$ cat config.mk
export PLATFORM = sky130hd
export DESIGN_NAME = vic_top
export DESIGN_NICKNAME = d
export VERILOG_FILES = /design/src/common/vic_pkg.sv /design/src/rtl/vic_top.sv
export SDC_FILE = /design/constraint.sdc
export NUM_CORES = 1
export LEC_CHECK = 0
export BUFFER_PORTS_ARGS = -buffer_cell sky130_fd_sc_hd__buf_2
export CORE_AREA = 2 2 107 109
export DETAILED_ROUTE_END_ITERATION = 8
export DIE_AREA = 0 0 109 111
export PLACE_DENSITY_LB_ADDON = 0.3
export SYNTH_ARGS = -nofsm -noshare
export SYNTH_HDL_FRONTEND = slang
export SYNTH_SLANG_ARGS = --single-unit
$ cat constraint.sdc
create_clock -name CLK -period 2.79 [get_ports CLK]
set_clock_uncertainty 0.15 [all_clocks]
set_input_delay 0.1395 -clock CLK [delete_from_list [all_inputs] [get_ports CLK]]
set_output_delay 0.1395 -clock CLK [all_outputs]
set_load 0.005 [all_outputs]
$ cat src/common/vic_pkg.sv
// ==========================================================
// Shared constants and types of the vectored interrupt control
package vic_pkg;

   // ==========================================================
   // Register map, byte addresses on the register bus
   localparam logic [7:0]  ADDR_ITC      = 8'h34;
   localparam logic [7:0]  ADDR_VLOW     = 8'h38;
   localparam logic [7:0]  ADDR_VBASE    = 8'h3c;
   localparam logic [7:0]  ADDR_STATUS   = 8'h40;

   // Field positions
   localparam int          ITC_TRAP_BIT  = 7;
   localparam int          ITC_UFO_BIT   = 6;
   localparam int          VLOW_LSB      = 5;
   localparam int          STAT_SAVED_ENABLE_FLAG_BIT = 1;
   localparam int          STAT_MODE_LSB = 2;

   // Values after reset
   localparam logic [2:0]  ITE_RST       = 3'h1;
   localparam logic [2:0]  VLOW_RST      = 3'h0;
   localparam logic [7:0]  VBASE_RST     = 8'h00;
   localparam logic [1:0]  MODE_RST      = 2'h0;

   // Fixed restart addresses
   localparam logic [15:0] NMI_TARGET    = 16'h0066;
   localparam logic [15:0] MODE1_TARGET  = 16'h0038;

   // Wait states added to an external vector fetch
   localparam int          AUTO_WAITS    = 2;

   // Sources: 0 nmi, 1..3 ext_request_0..2, 4..10 peripherals
   localparam int          NUM_SRC       = 11;
   localparam int          NUM_PERIPH    = 7;
   localparam int          SRC_VECT0     = 2;

   // Five-bit fixed codes, ext_request_1 first, falling priority
   localparam logic [4:0]  VEC_CODE [0:8] = '{5'h00, 5'h02, 5'h04, 5'h06, 5'h08,
                                              5'h0a, 5'h0c, 5'h0e, 5'h10};

   typedef enum logic [2:0] {
      VIC_ACK_NONE,
      VIC_ACK_NMI,
      VIC_ACK_MODE0,
      VIC_ACK_MODE1,
      VIC_ACK_MODE2,
      VIC_ACK_VECT
   } vic_kind_t;

   typedef struct packed {
      vic_kind_t   kind;
      logic [15:0] target;
      logic        push_pc;
      logic        indirect;
      logic [7:0]  opcode;
   } vic_ack_t;

endpackage

$ cat src/rtl/vic_top.sv
`timescale 1ns/1ps
module vic_top
   import vic_pkg::*;
#(
   parameter int T_DIV = 2
)(
   // Clock and reset
   input  wire logic                  CLK,
   input  wire logic                  RST,
   // APB slave
   input  wire logic                  PSEL,
   input  wire logic                  PENABLE,
   input  wire logic                  PWRITE,
   input  wire logic [7:0]            PADDR,
   input  wire logic [31:0]           PWDATA,
   output      logic [31:0]           PRDATA,
   output      logic                  PREADY,
   output      logic                  PSLVERR,
   // Request pins, active low
   input  wire logic                  NMI_N,
   input  wire logic                  EXT_REQUEST_0_N,
   input  wire logic                  EXT_REQUEST_1_N,
   input  wire logic                  EXT_REQUEST_2_N,
   // Data bus as seen during acknowledge
   input  wire logic [7:0]            DATA_IN,
   // Peripheral requests, already gated by their own enable bits
   input  wire logic [NUM_PERIPH-1:0] PERIPH_REQ,
   // Core timing and instruction events
   input  wire logic                  SAMPLE,
   input  wire logic                  CYCLE_END,
   input  wire logic                  ENABLE_INT_INSTR,
   input  wire logic                  MASK_ALL_INSTR,
   input  wire logic                  RETURN_FROM_NONMASK,
   input  wire logic                  SET_RESPONSE_MODE,
   input  wire logic [1:0]            MODE_SEL,
   input  wire logic                  OPCODE_UNDEF,
   input  wire logic                  UFO,
   input  wire logic                  ACK_MORE,
   // Acknowledge bus strobes, active low
   output      logic                  OPCODE_FETCH_STROBE_N,
   output      logic                  IO_REQUEST_STROBE_N,
   // Answer to the core
   output      logic                  ACK_VALID,
   output      vic_ack_t              ACK,
   output      logic                  DMA_MASTER_ENABLE_CLR,
   output      logic                  TRAP_REQ,
   output      logic                  GLOBAL_ENABLE
);

   // ==========================================================
   // State and storage
   typedef enum logic [2:0] {S_IDLE, S_ARMED, S_T1, S_T2, S_TW, S_T3, S_DONE, S_CHK}
      vic_state_t;

   vic_state_t  state;
   vic_kind_t   kind;
   logic [3:0]  src;
   logic [3:0]  sync1;
   logic [3:0]  sync2;
   logic [3:0]  sync3;
   logic [3:0]  pin_lvl;
   logic        nmi_latched;
   logic        global_enable_flag;
   logic        saved_enable_flag;
   logic [2:0]  req_enable;
   logic [1:0]  mode;
   logic [2:0]  vlow;
   logic [7:0]  vbase;
   logic        trap_bit;
   logic [7:0]  data_cap;
   logic [7:0]  tdiv_cnt;
   logic [1:0]  wait_cnt;
   logic [NUM_SRC-1:0] req;
   logic [3:0]  pick;
   logic        t_en;
   logic        nmi_fall;
   logic        accept;
   logic        apb_wr;
   logic        trap_evt;
   vic_kind_t   src_kind;

   // ==========================================================
   // Pin synchronisers
   // Three stages; a level counts only once stages two and three agree
   always_ff @(posedge CLK) begin
      if (RST) begin
         sync1   <= 4'hf;
         sync2   <= 4'hf;
         sync3   <= 4'hf;
         pin_lvl <= 4'hf;
      end else begin
         sync1 <= {EXT_REQUEST_2_N, EXT_REQUEST_1_N, EXT_REQUEST_0_N, NMI_N};
         sync2 <= sync1;
         sync3 <= sync2;
         for (int i = 0; i < 4; i++) begin
            if (sync2[i] == sync3[i]) begin
               pin_lvl[i] <= sync3[i];
            end
         end
      end
   end

   // Falling edge of the qualified non-maskable level
   assign nmi_fall = pin_lvl[0] && (sync2[0] == sync3[0]) && !sync3[0];

   // ==========================================================
   // Request vector and priority pick
   always_comb begin
      req    = '0;
      req[0] = nmi_latched;
      req[1] = !pin_lvl[1] && global_enable_flag && req_enable[0];
      req[2] = !pin_lvl[2] && global_enable_flag && req_enable[1];
      req[3] = !pin_lvl[3] && global_enable_flag && req_enable[2];
      req[NUM_SRC-1:4] = PERIPH_REQ & {NUM_PERIPH{global_enable_flag}};
   end

   // Lowest index wins: nmi, then request 0, then the table order
   always_comb begin
      pick = 4'h0;
      for (int i = NUM_SRC - 1; i >= 0; i--) begin
         if (req[i]) begin
            pick = 4'(i);
         end
      end
   end

   // Response kind of the chosen source
   always_comb begin
      if (src == 4'h0) begin
         src_kind = VIC_ACK_NMI;
      end else if (src == 4'h1) begin
         case (mode)
            2'h0:    src_kind = VIC_ACK_MODE0;
            2'h1:    src_kind = VIC_ACK_MODE1;
            default: src_kind = VIC_ACK_MODE2;
         endcase
      end else begin
         src_kind = VIC_ACK_VECT;
      end
   end

   assign accept = (state == S_ARMED) && CYCLE_END;
   assign t_en   = (tdiv_cnt == 8'(T_DIV - 1));

   // ==========================================================
   // Latched non-maskable edge
   // A new edge in the clearing cycle wins so no edge is lost
   always_ff @(posedge CLK) begin
      if (RST) begin
         nmi_latched <= 1'b0;
      end else if (nmi_fall) begin
         nmi_latched <= 1'b1;
      end else if (state == S_IDLE && SAMPLE && pick == 4'h0 && req[0]) begin
         nmi_latched <= 1'b0;
      end
   end

   // ==========================================================
   // T-state divider, restarted at each bus acknowledge
   always_ff @(posedge CLK) begin
      if (RST || accept || (state == S_CHK)) begin
         tdiv_cnt <= 8'h00;
      end else if (t_en) begin
         tdiv_cnt <= 8'h00;
      end else begin
         tdiv_cnt <= tdiv_cnt + 8'h01;
      end
   end

   // ==========================================================
   // Acknowledge sequencer
   always_ff @(posedge CLK) begin
      if (RST) begin
         state    <= S_IDLE;
         src      <= 4'h0;
         kind     <= VIC_ACK_NONE;
         wait_cnt <= 2'h0;
         data_cap <= 8'h00;
      end else begin
         case (state)
            S_IDLE: begin
               if (SAMPLE && (|req)) begin
                  state <= S_ARMED;
                  src   <= pick;
               end
            end
            S_ARMED: begin
               if (CYCLE_END) begin
                  kind <= src_kind;
                  if (src_kind == VIC_ACK_MODE0 || src_kind == VIC_ACK_MODE2) begin
                     state <= S_T1;
                  end else begin
                     state <= S_DONE;
                  end
               end
            end
            S_T1: begin
               if (t_en) begin
                  state    <= S_T2;
                  wait_cnt <= 2'h0;
               end
            end
            S_T2: begin
               if (t_en) begin
                  state <= S_TW;
               end
            end
            S_TW: begin
               if (t_en) begin
                  if (wait_cnt == 2'(AUTO_WAITS - 1)) begin
                     state    <= S_T3;
                     data_cap <= DATA_IN;
                  end else begin
                     wait_cnt <= wait_cnt + 2'h1;
                  end
               end
            end
            S_T3: begin
               if (t_en) begin
                  state <= S_DONE;
               end
            end
            S_DONE: begin
               state <= (kind == VIC_ACK_MODE0) ? S_CHK : S_IDLE;
            end
            S_CHK: begin
               // Further bytes of a multibyte answer start a new read cycle at S_T1
               state <= (ACK_MORE && !OPCODE_UNDEF) ? S_T1 : S_IDLE;
            end
            default: begin
               state <= S_IDLE;
            end
         endcase
      end
   end

   // ==========================================================
   // Bus strobes: both low for the whole external vector read
   always_ff @(posedge CLK) begin
      if (RST) begin
         OPCODE_FETCH_STROBE_N <= 1'b1;
         IO_REQUEST_STROBE_N   <= 1'b1;
      end else if ((accept && (src_kind == VIC_ACK_MODE0 || src_kind == VIC_ACK_MODE2))
                   || (state == S_CHK && ACK_MORE && !OPCODE_UNDEF)) begin
         OPCODE_FETCH_STROBE_N <= 1'b0;
         IO_REQUEST_STROBE_N   <= 1'b0;
      end else if (state == S_T3 && t_en) begin
         OPCODE_FETCH_STROBE_N <= 1'b1;
         IO_REQUEST_STROBE_N   <= 1'b1;
      end
   end

   // ==========================================================
   // Answer to the core, standing until the next acknowledge
   always_ff @(posedge CLK) begin
      if (RST) begin
         ACK_VALID <= 1'b0;
         ACK       <= '0;
      end else begin
         ACK_VALID <= (state == S_DONE);
         if (state == S_DONE) begin
            ACK.kind     <= kind;
            ACK.opcode   <= data_cap;
            ACK.push_pc  <= (kind != VIC_ACK_MODE0);
            ACK.indirect <= (kind == VIC_ACK_MODE2) || (kind == VIC_ACK_VECT);
            case (kind)
               VIC_ACK_NMI:   ACK.target <= NMI_TARGET;
               VIC_ACK_MODE1: ACK.target <= MODE1_TARGET;
               VIC_ACK_MODE2: ACK.target <= {vbase, data_cap};
               VIC_ACK_VECT:  ACK.target <= {vbase, vlow,
                                             VEC_CODE[src - 4'(SRC_VECT0)]};
               default:       ACK.target <= 16'h0000;
            endcase
         end
      end
   end

   // ==========================================================
   // Global and saved enable flags
   // Acceptance beats an instruction event landing in the same cycle
   always_ff @(posedge CLK) begin
      if (RST) begin
         global_enable_flag <= 1'b0;
         saved_enable_flag  <= 1'b0;
      end else if (accept && src_kind == VIC_ACK_NMI) begin
         saved_enable_flag  <= global_enable_flag;
         global_enable_flag <= 1'b0;
      end else if (accept) begin
         saved_enable_flag  <= 1'b0;
         global_enable_flag <= 1'b0;
      end else if (RETURN_FROM_NONMASK) begin
         global_enable_flag <= saved_enable_flag;
      end else if (ENABLE_INT_INSTR) begin
         global_enable_flag <= 1'b1;
         saved_enable_flag  <= 1'b1;
      end else if (MASK_ALL_INSTR) begin
         global_enable_flag <= 1'b0;
         saved_enable_flag  <= 1'b0;
      end
   end

   assign GLOBAL_ENABLE = global_enable_flag;

   // Response mode; an unused selector value leaves it alone
   always_ff @(posedge CLK) begin
      if (RST) begin
         mode <= MODE_RST;
      end else if (SET_RESPONSE_MODE && MODE_SEL != 2'h3) begin
         mode <= MODE_SEL;
      end
   end

   // DMA stop and trap request pulses
   assign trap_evt = (state == S_CHK) && OPCODE_UNDEF;
   always_ff @(posedge CLK) begin
      if (RST) begin
         DMA_MASTER_ENABLE_CLR <= 1'b0;
         TRAP_REQ              <= 1'b0;
      end else begin
         DMA_MASTER_ENABLE_CLR <= accept && (src_kind == VIC_ACK_NMI);
         TRAP_REQ              <= trap_evt;
      end
   end

   // ==========================================================
   // APB slave: zero-wait, answer registered in the setup cycle
   assign apb_wr = PSEL && PENABLE && PREADY && PWRITE;

   always_ff @(posedge CLK) begin
      if (RST) begin
         PREADY  <= 1'b0;
         PSLVERR <= 1'b0;
         PRDATA  <= 32'h0000_0000;
      end else begin
         PREADY  <= PSEL && !PENABLE;
         PSLVERR <= 1'b0;
         PRDATA  <= 32'h0000_0000;
         if (PSEL && !PENABLE) begin
            case (PADDR)
               ADDR_ITC:    PRDATA <= {24'h0, trap_bit, UFO, 3'h0, req_enable};
               ADDR_VLOW:   PRDATA <= {24'h0, vlow, 5'h00};
               ADDR_VBASE:  PRDATA <= {24'h0, vbase};
               ADDR_STATUS: PRDATA <= {28'h0, mode, saved_enable_flag, global_enable_flag};
               default:     PSLVERR <= 1'b1;
            endcase
         end
      end
   end

   // Writable registers
   always_ff @(posedge CLK) begin
      if (RST) begin
         req_enable <= ITE_RST;
         vlow       <= VLOW_RST;
         vbase      <= VBASE_RST;
      end else if (apb_wr) begin
         if (PADDR == ADDR_ITC) begin
            req_enable <= PWDATA[2:0];
         end
         if (PADDR == ADDR_VLOW) begin
            vlow <= PWDATA[7:VLOW_LSB];
         end
         if (PADDR == ADDR_VBASE) begin
            vbase <= PWDATA[7:0];
         end
      end
   end

   // Trap bit: software may only clear it, and a new trap wins
   always_ff @(posedge CLK) begin
      if (RST) begin
         trap_bit <= 1'b0;
      end else if (trap_evt) begin
         trap_bit <= 1'b1;
      end else if (apb_wr && PADDR == ADDR_ITC && !PWDATA[ITC_TRAP_BIT]) begin
         trap_bit <= 1'b0;
      end
   end

   // Strobe low-time counter
   logic [7:0] strobe_cnt;
   always_ff @(posedge CLK) begin
      if (RST || OPCODE_FETCH_STROBE_N) begin
         strobe_cnt <= 8'h00;
      end else begin
         strobe_cnt <= strobe_cnt + 8'h01;
      end
   end
endmodule

; ---- After elaboration in Yosys (flattened, before gate mapping)
; Memory sizes are Yosys's and may differ from the RTL's.
; Cells that the tools add are included.
[word_totals]
regBits = 131
mem_bits_ro = 80
inputBits = 75
mem_count = 1
[classes]
add_sub_neg = 3
order_cmp = 1
n_eq_ne = 38
n_mux = 46
bitwise = 3
n_reduce_logical = 63
[memory_table]
columns = name, depth, width, rd, rd_clocked_by_memory_dff, wr, line_no
row1 = (name not given), 16, 5, 1, 0, 0, vic_top.sv:271  ; VEC_CODE[src - 4'(SRC_VECT0)]};
[op_table]
columns = op, n
row1 = 16-bit one-hot mux with 4 select lines, 1
row2 = 4-bit two-way mux, 11
row3 = 3-bit two-way mux, 11
row4 = 8-bit one-hot mux with 4 select lines, 1
row5 = 1-bit logical AND, 27
row6 = 8-bit by 6-bit == test with 1-bit output (second input constant), 3
row7 = 3-bit one-hot mux with 8 select lines, 1
row8 = 3-bit == test (second input constant), 7
row9 = 2-bit != test (second input constant), 8
row10 = 3-bit by 2-bit == test with 1-bit output (second input constant), 5
row11 = 1-bit two-way mux, 13
row12 = 2-bit AND reduction, 6
row13 = 11-bit OR reduction, 1
row14 = 5-bit two-way mux, 2
row15 = 3-bit by 1-bit == test with 1-bit output (second input constant), 3
row16 = 8-bit by 1-bit adder with 8-bit output (second input constant), 1
row17 = 8-bit by 1-bit == test with 1-bit output (second input constant), 1
row18 = 8-bit by 7-bit == test with 1-bit output (second input constant), 1
row19 = 4-bit zero test, 2
row20 = 2-bit two-way mux, 4
row21 = 2-bit nonzero test, 4
row22 = 7-bit AND, 1
row23 = 1-bit zero test, 7
row24 = 7-bit AND reduction, 1
row25 = other kinds (23), 32

; ---- Longest topological paths before layout
; Gate-level depths: netlist (run 1).
[logic_depth]
ltp_word = 17
mapped_depth = 7
ltp_nobuf = 6

; ---- Least setup slack after synthesis (run 1)
; Ideal clock, no wire load.
[synth_timing]
path_type = register -> register
start = reg state[2]
end = reg src[0]
t_arrival_ns = 1.705
required_time_ns = 2.568
setup_slack_ns = 0.863
path_stages_with_launch = 6
path_buffers = 2
period_less_slack_ns = 1.927
path_cell_list = dfxtp_1 > clkbuf_1 > or4b_2 > clkbuf_1 > a31oi_1 > mux2i_1
[synth_via]
elab_chain_len = 2
[synth_lines]
columns = item, line_no
row1 = start: declaration, vic_top.sv:55  ; vic_state_t state;
row2 = start signal: assignment, vic_top.sv:224  ; state <= (kind == VIC_ACK_MODE0) ? S_CHK : S_IDLE;
row3 = start signal: assignment, vic_top.sv:228  ; state <= (ACK_MORE && !OPCODE_UNDEF) ? S_T1 : S_IDLE;
row4 = 3-bit zero test, vic_top.sv:180  ; case (state)
row5 = 2-bit AND reduction (no line), n/a
row6 = end signal: assignment, vic_top.sv:184  ; src <= pick;
row7 = end: declaration, vic_top.sv:57  ; logic [3:0] src;
; Every way passes these cells.
; A chain may end at the register's enable or synchronous reset.

; ---- Final worst setup path (run 1)
[layout_timing]
start = reg wait_cnt[1]
end = reg state[1]
[layout_via]
elab_chain_len = 3
[layout_lines]
columns = item, line_no
row1 = start: declaration, vic_top.sv:72  ; logic [1:0] wait_cnt;
row2 = start signal: assignment, vic_top.sv:214  ; wait_cnt <= wait_cnt + 2'h1;
row3 = 2-bit by 1-bit == test with 1-bit output, vic_top.sv:210  ; if (wait_cnt == 2'(AUTO_WAITS - 1)) begin
row4 = 2-bit != test (no line), n/a
row5 = 7-bit AND reduction (no line), n/a
; Every way passes these cells.

==> flow_metrics.env, run 1 <==
export IMPL_seq_area_frac_synth_pct=44.8
export IMPL_vias_per_cell=5.09
export IMPL_cts_tree="built"
export IMPL_pin_count=144
export IMPL_maxSlewHeadroom_pct=45.3
export IMPL_syn_to_final_growth_pct=23.1
export IMPL_drc_errors=0
export IMPL_critPathMaxStageDelay_ns=0.62
export IMPL_maxCapViolCount=0
export IMPL_placedCellCount=770
export IMPL_fp_dieH_um=111
export IMPL_async_reset_ff_share_pct=0
export IMPL_synth_seq_cells=107
export IMPL_synth_fa_ha_area_share_pct=1.05
export IMPL_synth_edf_count=0
export IMPL_cts_made_buffers=9
export IMPL_synth_xor_area_share_pct=1.65
export IMPL_cts_setup_buffers=0
export IMPL_hpwl_mm=8.10
export IMPL_muxShareOfSynthArea_pct=6.07
export IMPL_status="finished clean"
export IMPL_synth_cells=556
export IMPL_ys_types=58
export IMPL_cp_end_kind="flip-flop"
export IMPL_detail_route_wl_per_cell_um=14.0
export IMPL_slew_violations=0
export IMPL_yosys_warnings=0
export IMPL_place_area_um2=5280
export IMPL_rr_worst_depth=6
export IMPL_cpMaxStageDelayCell="or4b_2"
export IMPL_postLayoutCellArea_um2=5890
export IMPL_setup_viol=0
export IMPL_p_sw_share_pct=26.7
export IMPL_holdCritPathClass="in -> reg"
export IMPL_cellLeakagePower_nw=2.42
export IMPL_antenna_left=0
export IMPL_grt_pass1_vias=3910
export IMPL_cts_sinks=107
export IMPL_finalWirelength_mm=11.4
export IMPL_cp_required_ns=2.92
export IMPL_dieArea_um2=12100
export IMPL_diodes=0
export IMPL_min_path_cells=4
export IMPL_drt_iter0_drc=227
export IMPL_antenna_found_initial=0
export IMPL_pwr_share_seq_pct=45.8
export IMPL_synth_top_cell_area_share_pct=44.8
export IMPL_die_w_um=109
export IMPL_fp_row_count=39
export IMPL_firstDrtPassIters=5
export IMPL_cts_root_buffer="clkbuf_16"
export IMPL_fin_crit_sh_pct=73.5
export IMPL_finalHoldViolations=0
export IMPL_routabilityCongestion=0.838
export IMPL_min_period_ns=2.05
export IMPL_fin_setup_tns_ns=0
export IMPL_path_class="reg -> reg"
export IMPL_vdd_drop_max_v=0.000278
export IMPL_h_tree_depth=3
export IMPL_clock_latency_ns=0.35
export IMPL_yosysMostFrequentCell="dfxtp_1"
export IMPL_syn_mean_instance_area_um2=8.61
export IMPL_vias=4142
export IMPL_cp_max_fo=4
export IMPL_start_util_pct=43.2
export IMPL_tightest_slew_ns=0.821
export IMPL_power_frac_comb_pct=15.5
export IMPL_ys_flop_type="dfxtp_1"
export IMPL_synthTopCellsByCount="dfxtp_1, nor2_1, a21oi_1"
export IMPL_yosysTopAreaCell="dfxtp_1"
export IMPL_core_um2=11100
export IMPL_cts_resized=0
export IMPL_drive_gt1_share_pct=20.9
export IMPL_place_ws_ns=0.666
export IMPL_cp_data_arrival_time_ns=2.18
export IMPL_grt_overflow_total=0
export IMPL_p_per_area_nw_per_um2=636
export IMPL_syn_cell_area_um2=4790
export IMPL_synth_simple_area_share_pct=26.2
export IMPL_clkTransAtPathRegs_ns=0.07
export IMPL_portBuffers=95
export IMPL_cp_cell_sequence="inv_1 > ha_1 > or4b_2 > a31o_2 > o211ai_1 > mux2i_1"
export IMPL_grt_pass1_wl_mm=18.4
export IMPL_switchingPower_mw=1.00
export IMPL_cts_max_path_buffers=2
export IMPL_setup_ws_ns=0.740
export IMPL_synth_area_leaders="dfxtp_1, mux2i_1, a21oi_1"
export IMPL_nNetsFinal=744
export IMPL_rsz0062_at_grt="no"
export IMPL_start_kind="flip-flop"
export IMPL_clockPowerShare_pct=38.6
export IMPL_synth_top_family_by_area="simple AND/OR/NAND/NOR gates"
export IMPL_synth_compound_area_share_pct=12.6
export IMPL_grt_usage_pct=19.1
export IMPL_max_freq_mhz=488
export IMPL_internal_power_mw=2.75
export IMPL_grt_max_degree=54
export IMPL_instances_no_fill=813
==> worst paths after layout <==
| path | slack (ns) | from | endpoint |
|---|---|---|---|
| setup / recovery | 0.74 | wait_cnt[1]$_SDFFE_PP0P_ | state[1]$_SDFFE_PP0P_ |
| hold / removal | 0.03 | ACK_MORE | IO_REQUEST_STROBE_N$_SDFFE_PP1P_ |
| setup reg to reg | 0.74 | wait_cnt[1]$_SDFFE_PP0P_ | state[1]$_SDFFE_PP0P_ |
| hold reg to reg | 0.26 | sync1[1]$_SDFF_PP1_ | sync2[1]$_SDFF_PP1_ |
==> what timing repair did <==
item                                    CTS  global route
endpoints found under the setup margin    0             0
hold endpoints to repair                 34             0
hold buffers                             27             0
==> registers in the layout, indices dropped and copies added (netlist names), 4 cells and up <==
name	flops
PRDATA	8
sync3	4
sync2	4
src	4
data_cap	8
vbase	8
sync1	4
pin_lvl	4
tdiv_cnt	8
ACK	29
==> critical path: cells and delay by family (launching register included) <==
family	cells	cell delay [ns]
simple gates	1	0.62
compound gates	2	0.41
flops	1	0.33
mux	1	0.22
fa+ha+maj	1	0.21
buf+inv	1	0.04
==> power by group through the flow <==
stage	registers, mW	logic [mW]	clock network [mW]
after floorplan	1.66	0.492	0
after global placement	1.75	0.532	0
after detailed placement	1.75	0.548	0
after CTS	1.71	0.581	1.47
after global routing	1.73	0.649	1.53
final	1.72	0.581	1.45
==> per-layer routing <==
metal  vias up  part of all wire [%]  global-route usage (%)  routed length, µm
li1       2089                     -                       -                  -
met1      1933                    44                    24.0               5020
met2       102                    49                    32.7               5600
met3        18                   4.7                    2.88                533
met4         0                   1.8                    7.26                210
met5         -                     0                       0                  0
==> per-stage QoR <==
stage / power, mW / hold slack (ns) / util (%)
floorplan: 2.15 / 0.0933 / -
global placement: 2.28 / 0.171 / 47.7
detailed placement: 2.30 / 0.176 / 47.7
CTS: 3.77 / 0.0143 / 53.2
global route: 3.91 / 0.0520 / 53.2
finish: 3.75 / 0.0282 / 53.2
==> placed cells by master (no fill, tap or decap), types with 4 or more instances in the layout <==
cell type,Yosys,layout
dlygate4sd3_1,0,27
and3_1,4,4
xnor2_1,4,4
or2_2,12,12
clkbuf_16,0,9
nor2b_1,12,12
buf_2,1,95
xor2_1,5,5
inv_1,17,17
nand2b_1,21,21
buf_4,25,7
nand3_1,14,14
o21ai_0,8,8
ha_1,4,4
a22oi_1,4,4
dfxtp_1,107,107
conb_1,1,24
nor2_1,61,61
o31ai_1,6,6
nor3_1,18,18
nand2_1,48,48
nor4_1,4,4
nand3b_1,7,7
o21bai_1,7,7
a21oi_1,50,50
nand4_1,4,4
mux2i_1,29,29
or3_1,4,4
a31oi_1,4,4
nor3b_1,8,8
==> cell type report <==
type | count | area (µm²)
clock buffer | 11 | 233
clock inverter | 5 | 108
fill | 1046 | 5180
inverter | 17 | 63.8
multi-input combinational | 401 | 2370
sequential | 107 | 2140
tap | 143 | 179
timing repair buffer | 129 | 798
==> logic make-up (layout without fill, tap and decap cells) <==
logic type	count (synthesis)	count (layout)
DFF	107	107
muxes	29	29
AOI/OAI and AO/OA	98	98
other	1	24
adders and majority gates	4	4
and+or+nand+nor	237	237
xor gates and xnor gates	9	9
buffers and inverters	71	162
Power figures use the tool's default switching activity.
==> run 2: changes to the inputs <==
==> constraint.sdc (replaced) <==
create_clock -name CLK -period 2.05 [get_ports CLK]
set_clock_uncertainty 0.15 [all_clocks]
set_input_delay 0.1025 -clock CLK [delete_from_list [all_inputs] [get_ports CLK]]
set_output_delay 0.1025 -clock CLK [all_outputs]
set_load 0.005 [all_outputs]
==> run 2 against run 1 <==
  * Die area is the same
  * Sequential power rose by 33%
  * Clock power is 23% higher
  * Non-clock buffer count up 21
  * Critical path depth stayed put
  * Cell count rose by 2.6%
  * Global-route usage grew 0.73 points
  * Hold slack got worse by 0.020 ns
  * Count of clock-buffer cells in the layout fell by 1
  * Critical endpoint is now mode[1]$_SDFFE_PP0P_
  * Largest power group unchanged
==> flow_metrics.env, run 2 (synthesis results as in run 1) <==
export IMPL_status="finished clean"
export IMPL_fp_dieH_um=111
export IMPL_detail_route_wl_per_cell_um=13.9
export IMPL_cp_data_arrival_time_ns=2.05
export IMPL_cts_sinks=107
export IMPL_nNetsFinal=765
export IMPL_cp_end_kind="flip-flop"
export IMPL_firstDrtPassIters=4
export IMPL_clkTransAtPathRegs_ns=0.07
export IMPL_rsz0062_at_grt="no"
export IMPL_finalWirelength_mm=11.6
export IMPL_grt_overflow_total=0
export IMPL_instances_no_fill=834
export IMPL_layout_common_cells="dfxtp_1, buf_2, nor2_1, a21oi_1, nand2_1"
export IMPL_layout_commonest_cell="dfxtp_1"
export IMPL_fp_row_count=39
export IMPL_holdCritPathClass="in -> reg"
export IMPL_clock_latency_ns=0.35
export IMPL_vias_per_cell=5.06
export IMPL_place_area_um2=5410
export IMPL_finalHoldViolations=0
export IMPL_place_ws_ns=0.0241
export IMPL_cellLeakagePower_nw=2.52
export IMPL_grt_pass1_vias=4134
export IMPL_dieArea_um2=12100
export IMPL_largest_reg_flops=29
export IMPL_postLayoutCellArea_um2=6060
export IMPL_cts_max_path_buffers=2
export IMPL_diodes=0
export IMPL_grt_pass1_wl_mm=18.9
export IMPL_maxCapViolCount=0
export IMPL_fin_setup_tns_ns=0
export IMPL_cts_tree="built"
export IMPL_cp_required_ns=2.14
export IMPL_path_class="in -> reg"
export IMPL_vdd_drop_max_v=0.000366
export IMPL_cp_max_fo=2
export IMPL_maxSlewHeadroom_pct=59.5
export IMPL_portBuffers=95
export IMPL_vias=4223
export IMPL_setup_viol=0
export IMPL_die_w_um=109
export IMPL_setup_ws_ns=0.0849
export IMPL_core_um2=11100
export IMPL_start_kind="input port"
export IMPL_placedCellCount=785
export IMPL_cts_root_buffer="clkbuf_16"
export IMPL_antenna_found_initial=0
export IMPL_p_per_area_nw_per_um2=827
export IMPL_hpwl_mm=8.23
export IMPL_rrSetupSlack_ns=0.15
export IMPL_cts_setup_buffers=0
export IMPL_h_tree_depth=3
export IMPL_fin_crit_sh_pct=95.9
export IMPL_syn_to_final_growth_pct=26.7
export IMPL_drc_errors=0
export IMPL_pin_count=144
export IMPL_slew_violations=0
export IMPL_start_util_pct=43.2
export IMPL_grt_usage_pct=19.9
export IMPL_grt_max_degree=102
export IMPL_max_freq_mhz=509
export IMPL_min_period_ns=1.97
export IMPL_top_register="ACK"
export IMPL_routabilityCongestion=0.837
export IMPL_drt_iter0_drc=261
export IMPL_cts_made_buffers=9
export IMPL_drive_gt1_share_pct=23.0
export IMPL_antenna_left=0
export IMPL_tightest_slew_ns=0.605
run 2: cell types whose count changed in the layout (fill, tap and decap cells not counted), moves of 2 or more:
cell	change
buf_4	+14
dlygate4sd3_1	+6
bufinv_16	-2
clkbuf_1	-2
clkinv_4	+2
run 2: timing repair:
item / 4_1_cts / 5_1_grt
gates resized for setup: 0 / 4
endpoints found under the setup margin: 0 / 3
hold buffers: 33 / 0
endpoints found under the hold margin: 36 / 0
run 2: worst max-delay path, cell delays in order:
cell and delay, ns:
dlygate4sd3_1 0.53, buf_2 0.12, nor2b_1 0.09, dlygate4sd3_1 0.59, nor3_1 0.05, dlygate4sd3_1 0.57
run 2: worst paths after layout:
| kind | startpoint | end | depth (start not counted) |
|---|---|---|---|
| worst min register to register | sync1[2]$_SDFF_PP1_ | sync2[2]$_SDFF_PP1_ | 1 |
| worst min-delay path | CYCLE_END | DMA_MASTER_ENABLE_CLR$_SDFF_PP0_ | 3 |
| worst max-delay path | MODE_SEL[1] | mode[1]$_SDFFE_PP0P_ | 6 |
| worst max register to register | state[2]$_SDFFE_PP0P_ | src[0]$_SDFFE_PP0P_ | 3 |
run 2: report_power, final:
group          switching, mW  total (mW)  internal, mW
combinational          0.491       0.935         0.444
clock                  0.796        1.79         0.996
sequential             0.124        2.29          2.17
total                   1.41        5.02          3.60
run 2: area by class of cell:
class,instances,area [µm²]
clock inverters,6,72.6
flip-flops and latches,107,2140
fillers,1070,5010
clock buffers,10,239
repair buffers,150,983
well taps,143,179
multi-input cells,401,2380
inverters,17,63.8
run 2: through the flow:
step	hold WS, ns	utilization, %	power (mW)
2_1_floorplan	0.0563	-	2.93
3_3_place_gp	0.134	48.8	3.16
3_5_place_dp	0.139	48.8	3.18
4_1_cts	0.00244	54.6	5.02
5_1_grt	0.0180	54.7	5.28
6_report	0.00788	54.7	5.02
run 2: metal layers:
layer / wire length [µm] / GRT usage [%] / up-vias
met5: 0 / 0 / -
met4: 253 / 8.63 / 0
met3: 477 / 3.59 / 18
met2: 5770 / 34.4 / 102
met1: 5110 / 23.7 / 1976
li1: - / - / 2127
